### config.mk
export PLATFORM = sky130hd
export DESIGN_NAME = aisel_top
export DESIGN_NICKNAME = d
export VERILOG_FILES = /design/src/inc/aisel_pkg.sv /design/src/hdl/aisel_top.sv
export VERILOG_INCLUDE_DIRS = /design/src /design/src/inc
export SDC_FILE = /design/constraint.sdc
export NUM_CORES = 1
export LEC_CHECK = 0
export BUFFER_PORTS_ARGS = -buffer_cell sky130_fd_sc_hd__buf_2
export CAP_MARGIN = 20
export CELL_PAD_IN_SITES_DETAIL_PLACEMENT = 0
export CELL_PAD_IN_SITES_GLOBAL_PLACEMENT = 1
export CORE_MARGIN = 3
export CORE_UTILIZATION = 39
export DETAILED_ROUTE_END_ITERATION = 6
export PLACE_DENSITY_LB_ADDON = 0.1
export RECOVER_POWER = 25
export REMOVE_ABC_BUFFERS = 1
export SKIP_LAST_GASP = 1
export SLEW_MARGIN = 10
export SYNTH_ARGS = -nofsm -noshare
export SYNTH_HDL_FRONTEND = slang
export SYNTH_SLANG_ARGS = --single-unit
### constraint.sdc
create_clock -name clk_i -period 2.4 [get_ports clk_i]
set_input_delay 0.36 -clock clk_i [delete_from_list [all_inputs] [get_ports clk_i]]
set_output_delay 0.36 -clock clk_i [all_outputs]
set_load 0.1 [all_outputs]
### src/inc/aisel_params.svh
// Register offsets, field positions, reset values and sizes for the converter input select block
`ifndef AISEL_PARAMS_SVH
`define AISEL_PARAMS_SVH

// Byte offsets of the converter 1 and converter 2 register words
`define AISEL_OFF_C1_CHS0   8'h00
`define AISEL_OFF_C1_CSSH   8'h04
`define AISEL_OFF_C1_CSSL   8'h08
`define AISEL_OFF_C1_PCFGH  8'h0C
`define AISEL_OFF_C1_PCFGL  8'h10
`define AISEL_OFF_C2_CHS0   8'h14
`define AISEL_OFF_C2_CSSH   8'h18
`define AISEL_OFF_C2_CSSL   8'h1C
`define AISEL_OFF_C2_PCFGL  8'h20

// Channel 0 select field positions
`define AISEL_POS_SEL_A_LSB 0
`define AISEL_POS_SEL_A_MSB 4
`define AISEL_POS_NEG_A     7
`define AISEL_POS_SEL_B_LSB 8
`define AISEL_POS_SEL_B_MSB 12
`define AISEL_POS_NEG_B     15
`define AISEL_CHS0_MASK     16'h9F9F

// All registers clear at reset
`define AISEL_RST_VALUE     16'h0000

// Number of analog inputs addressable by each converter
`define AISEL_NUM_INPUTS    32
`define AISEL_C2_INPUTS     16

`endif

### src/inc/aisel_pkg.sv
// Types for the converter input select block
package aisel_pkg;
   typedef logic [15:0] aisel_word_t;
   typedef logic [4:0] aisel_sel_t;
   // Negative input choice of channel 0
   typedef enum logic {
      AISEL_NEG_LOWREF = 1'b0,
      AISEL_NEG_AN1 = 1'b1
   } aisel_neg_e;
endpackage : aisel_pkg

### src/hdl/aisel_top.sv
// Converter input select, scan mask and pin analog/digital configuration registers
// Operation
// - 5-bit positive select per sample, 11111=AN31
// - Second converter positive select limited to 0-15
// - Set scan bit includes that input
// - Clear scan bit skips that input
// - First converter high scan half maps inputs 16-31
// - Low scan half maps inputs 0-15
// - Set config bit: digital, reader on, ground
// - Clear config bit: analog, pin sampled
// - Config bits always RW, missing pins ignored
// - Second converter has no high config register
// - Both low config registers affect shared pins
// - High config maps 16-31, low 0-15
`include "aisel_params.svh"

module aisel_top
   import aisel_pkg::*;
#(
   parameter int NUM_PINS = `AISEL_NUM_INPUTS,
   parameter logic [31:0] PRESENT_MASK = 32'hFFFFFFFF
) (
   // Clock and reset
   input wire logic clk_i,
   input wire logic sys_rst_i,
   // Wishbone slave
   input wire logic wb_cyc_i,
   input wire logic wb_stb_i,
   input wire logic wb_we_i,
   input wire logic [7:0] wb_adr_i,
   input wire logic [3:0] wb_sel_i,
   input wire logic [31:0] wb_dat_i,
   output logic [31:0] wb_dat_o,
   output logic wb_ack_o,
   // Converter 1 sequencer view
   output logic [4:0] c1_pos_sel_a_o,
   output logic [4:0] c1_pos_sel_b_o,
   output logic c1_neg_an1_a_o,
   output logic c1_neg_an1_b_o,
   output logic [31:0] c1_scan_include_o,
   output logic [31:0] c1_scan_lowref_o,
   // Converter 2 sequencer view
   output logic [4:0] c2_pos_sel_a_o,
   output logic [4:0] c2_pos_sel_b_o,
   output logic c2_neg_an1_a_o,
   output logic c2_neg_an1_b_o,
   output logic [15:0] c2_scan_include_o,
   output logic [15:0] c2_scan_lowref_o,
   // Shared port pins
   output logic [31:0] pin_digital_o,
   output logic [31:0] mux_to_ground_o
);

   aisel_word_t c1_chs0_reg, c1_cssh_reg, c1_cssl_reg, c1_pcfgh_reg, c1_pcfgl_reg;
   aisel_word_t c2_chs0_reg, c2_cssh_reg, c2_cssl_reg, c2_pcfgl_reg;
   aisel_word_t rd_word;
   logic ack_reg;

   // Decode
   wire logic req = wb_cyc_i && wb_stb_i && !ack_reg;
   wire logic wr = req && wb_we_i;
   wire logic hit_c1_chs0 = wb_adr_i == `AISEL_OFF_C1_CHS0;
   wire logic hit_c1_cssh = wb_adr_i == `AISEL_OFF_C1_CSSH;
   wire logic hit_c1_cssl = wb_adr_i == `AISEL_OFF_C1_CSSL;
   wire logic hit_c1_pcfgh = wb_adr_i == `AISEL_OFF_C1_PCFGH;
   wire logic hit_c1_pcfgl = wb_adr_i == `AISEL_OFF_C1_PCFGL;
   wire logic hit_c2_chs0 = wb_adr_i == `AISEL_OFF_C2_CHS0;
   wire logic hit_c2_cssh = wb_adr_i == `AISEL_OFF_C2_CSSH;
   wire logic hit_c2_cssl = wb_adr_i == `AISEL_OFF_C2_CSSL;
   wire logic hit_c2_pcfgl = wb_adr_i == `AISEL_OFF_C2_PCFGL;

   // Byte-lane merge of the low 16 bits; upper lanes have no storage
   function automatic aisel_word_t merge(input aisel_word_t old, input aisel_word_t mask);
      aisel_word_t n;
      n = old;
      if (wb_sel_i[0]) n[7:0] = wb_dat_i[7:0];
      if (wb_sel_i[1]) n[15:8] = wb_dat_i[15:8];
      return n & mask;
   endfunction : merge

   // Unimplemented select bits 6-5 and 14-13 read as zero
   wire aisel_word_t c1_chs0_next = merge(c1_chs0_reg, `AISEL_CHS0_MASK);
   // Second converter positive fields keep only the 0-15 range
   wire aisel_word_t c2_chs0_next = merge(c2_chs0_reg, 16'h8F8F);
   wire aisel_word_t c1_cssh_next = merge(c1_cssh_reg, 16'hFFFF);
   wire aisel_word_t c1_cssl_next = merge(c1_cssl_reg, 16'hFFFF);
   wire aisel_word_t c1_pcfgh_next = merge(c1_pcfgh_reg, 16'hFFFF);
   wire aisel_word_t c1_pcfgl_next = merge(c1_pcfgl_reg, 16'hFFFF);
   wire aisel_word_t c2_cssh_next = merge(c2_cssh_reg, 16'hFFFF);
   wire aisel_word_t c2_cssl_next = merge(c2_cssl_reg, 16'hFFFF);
   wire aisel_word_t c2_pcfgl_next = merge(c2_pcfgl_reg, 16'hFFFF);

   // The second converter's high config offset is not decoded and reads zero
   assign rd_word = hit_c1_chs0 ? c1_chs0_reg :
                    hit_c1_cssh ? c1_cssh_reg :
                    hit_c1_cssl ? c1_cssl_reg :
                    hit_c1_pcfgh ? c1_pcfgh_reg :
                    hit_c1_pcfgl ? c1_pcfgl_reg :
                    hit_c2_chs0 ? c2_chs0_reg :
                    hit_c2_cssh ? c2_cssh_reg :
                    hit_c2_cssl ? c2_cssl_reg :
                    hit_c2_pcfgl ? c2_pcfgl_reg : 16'h0000;

   // Single-cycle answer; unmapped addresses ack with zero data and no effect
   always_ff @(posedge clk_i) begin
      if (sys_rst_i) begin
         ack_reg <= 1'b0;
         wb_dat_o <= 32'h00000000;
      end else begin
         ack_reg <= req;
         wb_dat_o <= req ? {16'h0000, rd_word} : 32'h00000000;
      end
   end
   assign wb_ack_o = ack_reg;

   always_ff @(posedge clk_i) begin
      if (sys_rst_i) begin
         c1_chs0_reg <= `AISEL_RST_VALUE;
         c1_cssh_reg <= `AISEL_RST_VALUE;
         c1_cssl_reg <= `AISEL_RST_VALUE;
         c1_pcfgh_reg <= `AISEL_RST_VALUE;
         c1_pcfgl_reg <= `AISEL_RST_VALUE;
         c2_chs0_reg <= `AISEL_RST_VALUE;
         c2_cssh_reg <= `AISEL_RST_VALUE;
         c2_cssl_reg <= `AISEL_RST_VALUE;
         c2_pcfgl_reg <= `AISEL_RST_VALUE;
      end else if (wr) begin
         if (hit_c1_chs0) c1_chs0_reg <= c1_chs0_next;
         if (hit_c1_cssh) c1_cssh_reg <= c1_cssh_next;
         if (hit_c1_cssl) c1_cssl_reg <= c1_cssl_next;
         if (hit_c1_pcfgh) c1_pcfgh_reg <= c1_pcfgh_next;
         if (hit_c1_pcfgl) c1_pcfgl_reg <= c1_pcfgl_next;
         if (hit_c2_chs0) c2_chs0_reg <= c2_chs0_next;
         if (hit_c2_cssh) c2_cssh_reg <= c2_cssh_next;
         if (hit_c2_cssl) c2_cssl_reg <= c2_cssl_next;
         if (hit_c2_pcfgl) c2_pcfgl_reg <= c2_pcfgl_next;
      end
   end

   // Sequencer and pin views
   wire logic [31:0] c1_scan_mask = {c1_cssh_reg, c1_cssl_reg};
   wire logic [15:0] c2_scan_mask = c2_cssl_reg;
   // Either converter marking a shared low pin digital wins
   wire logic [31:0] digital_cfg = {c1_pcfgh_reg, c1_pcfgl_reg | c2_pcfgl_reg};
   // Absent pins ignore their config bits and stay non-digital
   wire logic [31:0] digital_eff = digital_cfg & PRESENT_MASK;

   // Registered copies so every output is a flip-flop
   always_ff @(posedge clk_i) begin
      if (sys_rst_i) begin
         c1_pos_sel_a_o <= 5'h00;
         c1_pos_sel_b_o <= 5'h00;
         c1_neg_an1_a_o <= 1'b0;
         c1_neg_an1_b_o <= 1'b0;
         c2_pos_sel_a_o <= 5'h00;
         c2_pos_sel_b_o <= 5'h00;
         c2_neg_an1_a_o <= 1'b0;
         c2_neg_an1_b_o <= 1'b0;
         c1_scan_include_o <= 32'h00000000;
         c1_scan_lowref_o <= 32'h00000000;
         c2_scan_include_o <= 16'h0000;
         c2_scan_lowref_o <= 16'h0000;
         pin_digital_o <= 32'h00000000;
         mux_to_ground_o <= 32'h00000000;
      end else begin
         c1_pos_sel_a_o <= c1_chs0_reg[`AISEL_POS_SEL_A_MSB:`AISEL_POS_SEL_A_LSB];
         c1_pos_sel_b_o <= c1_chs0_reg[`AISEL_POS_SEL_B_MSB:`AISEL_POS_SEL_B_LSB];
         c1_neg_an1_a_o <= c1_chs0_reg[`AISEL_POS_NEG_A];
         c1_neg_an1_b_o <= c1_chs0_reg[`AISEL_POS_NEG_B];
         c2_pos_sel_a_o <= c2_chs0_reg[`AISEL_POS_SEL_A_MSB:`AISEL_POS_SEL_A_LSB];
         c2_pos_sel_b_o <= c2_chs0_reg[`AISEL_POS_SEL_B_MSB:`AISEL_POS_SEL_B_LSB];
         c2_neg_an1_a_o <= c2_chs0_reg[`AISEL_POS_NEG_A];
         c2_neg_an1_b_o <= c2_chs0_reg[`AISEL_POS_NEG_B];
         c1_scan_include_o <= c1_scan_mask;
         // Selected but absent inputs convert the low reference
         c1_scan_lowref_o <= c1_scan_mask & ~PRESENT_MASK;
         c2_scan_include_o <= c2_scan_mask;
         c2_scan_lowref_o <= c2_scan_mask & ~PRESENT_MASK[15:0];
         pin_digital_o <= digital_eff;
         mux_to_ground_o <= digital_eff;
      end
   end
endmodule : aisel_top

# Word-level counts from Yosys, hierarchy flattened
# Index checks and enable logic that the tools add are counted.
word_totals:
  reg_bits: 269
op_classes:
  n_eq_ne: 8
  muxes: 9
  n_bitwise: 2
  reduce_logical: 24
op_table:
  columns: ["op", "n"]
  rows:
  - ["$mux W16", 9]
  - ["$reduce_and A3 Y1", 18]
  - ["$eq A8 B5 Y1 const B", 4]
  - ["$eq A8 B4 Y1 const B", 2]
  - ["$or A16 B16 Y16", 1]
  - ["$eq A8 B3 Y1 const B", 1]
  - ["$eq A8 B6 Y1 const B", 1]
  - ["$logic_not A8 Y1", 1]
  - ["$logic_and A1 B1 Y1", 3]
  - ["$reduce_or A2 Y1", 1]
  - ["$logic_not A1 Y1", 1]
  - ["$not A1 Y1", 1]

# Longest topological paths before layout
depth:
  word_depth: 10
  mapped_depth: 8
  ltp_nobuf: 6

# Worst setup path before layout
# Ideal clock, no wire load.
synth_timing:
  kind: "register -> register"
  startpoint: "register ack_reg, in the netlist wb_ack_o"
  endpoint: "register c2_chs0_reg[0]"
  setup_ns: 0.070
  arrival_ns: 2.091
  required_time_ns: 2.330
  slack_ns: 0.238
  stages_incl_launch_ff: 8
  period_less_slack_ns: 2.162
  path_cell_list: "dfxtp_1 -> and4b_1 -> and2_1 -> clkbuf_1 -> buf_1 -> nand2_1 -> nand2_1 -> a21oi_1"
synth_via:
  elab_chain_cells: 4
synth_lines:
  columns: ["element", "line_no", "rtl"]
  rows:
  - ["from (decl)", "aisel_top.sv:57", "logic ack_reg;"]
  - ["from (signal assigned)", "aisel_top.sv:110", "ack_reg <= req;"]
  - ["$logic_not A1 Y1", "aisel_top.sv:60", "wire logic req = wb_cyc_i && wb_stb_i && !ack_reg;"]
  - ["$logic_and A1 B1 Y1", "aisel_top.sv:60", null]
  - ["$logic_and A1 B1 Y1", "aisel_top.sv:61", "wire logic wr = req && wb_we_i;"]
  - ["$reduce_and A3 Y1 (no line)", null, null]
  - ["to (signal assigned)", "aisel_top.sv:123", "c2_chs0_reg <= `AISEL_RST_VALUE;"]
  - ["to (signal assigned)", "aisel_top.sv:133", "if (hit_c2_chs0) c2_chs0_reg <= c2_chs0_next;"]
  - ["to (decl)", "aisel_top.sv:55", "aisel_word_t c2_chs0_reg, c2_cssh_reg, c2_cssl_reg, c2_pcfgl_reg;"]
# No other way between the ends.
# A chain may end at the register's enable or synchronous reset.

# Worst setup path in the final report
layout_timing:
  startpoint: "register ack_reg, in the netlist wb_ack_o"
  endpoint: "register c2_cssh_reg[6]"
layout_via:
  elab_chain_cells: 4
layout_lines:
  columns: ["element", "line_no", "rtl"]
  rows:
  - ["$logic_not A1 Y1", "aisel_top.sv:60", null]
  - ["$logic_and A1 B1 Y1", "aisel_top.sv:60", null]
  - ["$logic_and A1 B1 Y1", "aisel_top.sv:61", null]
  - ["$reduce_and A3 Y1 (no line)", null, null]
  - ["to (signal assigned)", "aisel_top.sv:124", "c2_cssh_reg <= `AISEL_RST_VALUE;"]
  - ["to (signal assigned)", "aisel_top.sv:134", "if (hit_c2_cssh) c2_cssh_reg <= c2_cssh_next;"]
  - ["to (decl)", "aisel_top.sv:55", null]
# No other way between the ends.

==> results.cfg <==
[drt]
firstDrtPassIters = 5
vias = 8135
routed_via_density = 4.854
drt_iter0_markers = 617
drc = 0
routedWlPerCell_um = 17.34
postRouteAntennaNets = 0
wl_um = 29060

[clock_tree]
path_clk_slew_ns = 0.06
hold_buffers = 0
ctsResizeCount = 0
clock-root-buffer = clkbuf_16
cts_buffers = 27
clk_path_buf_depth = 3
cts_num_sinks = 253
clk_latency_ns = 0.54
post-cts-setup-buffers = 0
htree_levels = 1
cts_tree = yes

[sta]
skew_ns = 0.01576
relSlewSlack_pct = -43.23
tns_ns = 0
fmax_mhz = 509.5
final_hold_viol_count = 0
setup_viol = 0
rsz0062_at_grt = false
fin_crit_ns = 1.963
worst_slew_pin_slew_ns = 2.148
fin_crit_sh_pct = 81.77
maxSlewViolCount = 239

[synth]
yosysSeqAreaShare_pct = 49.96
avgSynthCellArea_um2 = 8.716
synth_seq_cells = 253
synth-edff-count = 0
synthArstFlopShare_pct = 0
synth_cell_type_count = 45
netlist_instances = 1163
yosysWarnings = 0
synth_ff_type = dfxtp_1
syn-cell-area_um2 = 10140

[global_route]
grt_start_max_net_pins = 104
grt-ovfl-total = 0
antenna_found_initial = 1
grt_usage_pct = 19.83
grt_pass1_wl_um = 44410
grt_pass1_vias = 7529

[floorplan]
design.core.area_um2 = 25400
die_h_um = 167.2
num_rows = 58
num_io_pins = 266
die_w_um = 167.2
die-area_um2 = 27960
initial_core_util_pct = 39.91

[cells_and_area]
syn_to_final_growth_pct = 18.49
drive_gt1_share_pct = 22.36
seqCellArea_um2 = 5065
multi_input_area_um2 = 4187
fin_area_um2 = 12010
fillers = 2525
final_nets = 1377
diodes = 0
reg_top3 = c1_scan_include_o (32), mux_to_ground_o (32)

[worst_setup_path]
critPathTopFamily = simple AND/OR/NAND/NOR gates
endpoint_kind = flip-flop
critical_path_buf_inv_count = 0
cp.arrival_ns = 2.31
cp_slowest_cell = and2_1
cp_slowest_stage_delay_ns = 0.56
critPathKind = flip-flop to flip-flop
required_ns = 2.74
timing.critical_path.cells = and4b_1 -> and2_1 -> nand3_4 -> mux2i_1 -> nor2_1
crit_fanout = 10
crit_path_start_kind = flip-flop

[place]
gp_congestion = 0.8122
io_buffers = 181
place_hpwl_um = 20310
placed_area_um2 = 11160

[run_status]
status = finished with violations
violations = capacitance limit, slew limit

[power_and_ir_drop]
ir_worst_vdd_mv = 0.4000
p_leak_nw = 5.168
powerDensity_nw_per_um2 = 752.3

[run]
maxCapViolations = 3

[worst_hold_path]
hold_class = input pin to flip-flop
==> cells by family after synthesis <==
| kind of cell | synth area share [%] |
|---|---|
| simple gates | 21.22 |
| flops | 49.96 |
| compound gates | 13.69 |
| buf+inv | 11.15 |
| mux | 3.950 |
| other cells | 0.03699 |
==> cell usage in the layout, fill, tap and decap left out, drive strengths merged, types with 15 or more instances in the layout <==
master | synthesis | layout
dfxtp | 253 | 253
buf | 120 | 244
nand2 | 164 | 164
a21oi | 117 | 117
nor2 | 115 | 115
nor2b | 81 | 81
conb | 1 | 66
nand3 | 50 | 50
mux2i | 40 | 40
clkbuf | 56 | 38
o21ai | 35 | 35
a22o | 16 | 16
nand2b | 15 | 15
inv | 13 | 15
==> cell type report <==
| type | count | share of cell area (%) |
|---|---|---|
| multi-input cells | 786 | 34.85 |
| inverters | 13 | 0.4063 |
| well taps | 330 | 3.438 |
| flip-flops and latches | 253 | 42.17 |
| clock buffers | 35 | 6.125 |
| clock inverters | 12 | 1.052 |
| repair buffers | 247 | 11.96 |
==> through the flow <==
| stage | hold slack [ns] | instances | setup slack (ns) | total power [W] | utilization, % |
|---|---|---|---|---|---|
| after global placement | 0.4416 | 1629 | 0.2895 | 0.005056 | 43.93 |
| after CTS | 0.1298 | 1676 | 0.4781 | 0.009144 | 47.33 |
| final | 0.1604 | 1676 | 0.4374 | 0.009036 | 47.29 |
| after floorplan | 0.4267 | 1052 | 0.1916 | 0.004833 | - |
| after global routing | 0.1547 | 1676 | 0.2659 | 0.009339 | 47.29 |
| after detailed placement | 0.4484 | 1629 | 0.2495 | 0.005054 | 43.93 |
==> final timing paths <==
| kind | cells past startpoint | slack (ns) | end | start |
|---|---|---|---|---|
| min | 3 | 0.16 | c1_cssh_reg[12]$_SDFFE_PP0P_ | wb_dat_i[12] |
| max | 5 | 0.44 | c2_cssh_reg[6]$_SDFFE_PP0P_ | wb_ack_o$_SDFF_PP0_ |
| max reg2reg | 5 | 0.44 | c2_cssh_reg[6]$_SDFFE_PP0P_ | wb_ack_o$_SDFF_PP0_ |
| min reg2reg | 2 | 0.46 | c1_cssh_reg[0]$_SDFFE_PP0P_ | c1_cssh_reg[0]$_SDFFE_PP0P_ |
==> power breakdown <==
group	internal [W]	leakage (nW)	switching (W)
registers	0.00420	2.04	0.000000801
logic	0.0000803	2.71	0.000682
clock network	0.00238	0.421	0.00170
==> Yosys cell counts, types with 2 or more instances <==
| cell type | instances | area (um^2) |
|---|---|---|
| a21o_1 | 8 | 60.06 |
| a21oi_1 | 117 | 585.6 |
| a221oi_1 | 6 | 52.55 |
| a222oi_1 | 8 | 80.08 |
| a22o_1 | 16 | 140.1 |
| a22oi_1 | 12 | 90.09 |
| and2_1 | 4 | 25.02 |
| and3_1 | 4 | 25.02 |
| and4b_1 | 2 | 20.02 |
| buf_1 | 5 | 18.77 |
| buf_2 | 11 | 55.05 |
| buf_4 | 100 | 750.7 |
| buf_6 | 4 | 45.04 |
| clkbuf_1 | 55 | 206.5 |
| dfxtp_1 | 253 | 5065 |
| inv_1 | 13 | 48.80 |
| mux2i_1 | 40 | 400.4 |
| nand2_1 | 164 | 615.6 |
| nand2b_1 | 15 | 93.84 |
| nand3_1 | 47 | 235.2 |
| nand3_4 | 2 | 35.03 |
| nor2_1 | 113 | 424.2 |
| nor2_2 | 2 | 12.51 |
| nor2b_1 | 81 | 506.7 |
| nor3_1 | 3 | 15.01 |
| nor3_4 | 2 | 32.53 |
| nor4_2 | 2 | 25.02 |
| o21a_1 | 2 | 15.01 |
| o21ai_0 | 30 | 150.1 |
| o21ai_1 | 5 | 25.02 |
| o21bai_1 | 3 | 22.52 |
| o221ai_1 | 4 | 35.03 |
| o22ai_1 | 10 | 62.56 |
| o31ai_1 | 8 | 60.06 |
| or2_2 | 2 | 12.51 |
==> tightest hold or removal path: stages <==
cell and delay (ns):
buf_2 0.17, nand2_1 0.08, a21oi_1 0.05
==> metal layers <==
metal / vias up / GRT usage [%] / routed length, um
met2: 297 / 31.39 / 12890
met3: 35 / 2.856 / 2114
met5: - / 0 / 13
met4: 2 / 3.949 / 422
li1: 4058 / - / -
met1: 3743 / 29.10 / 13620
Power figures use the tool's default switching activity.
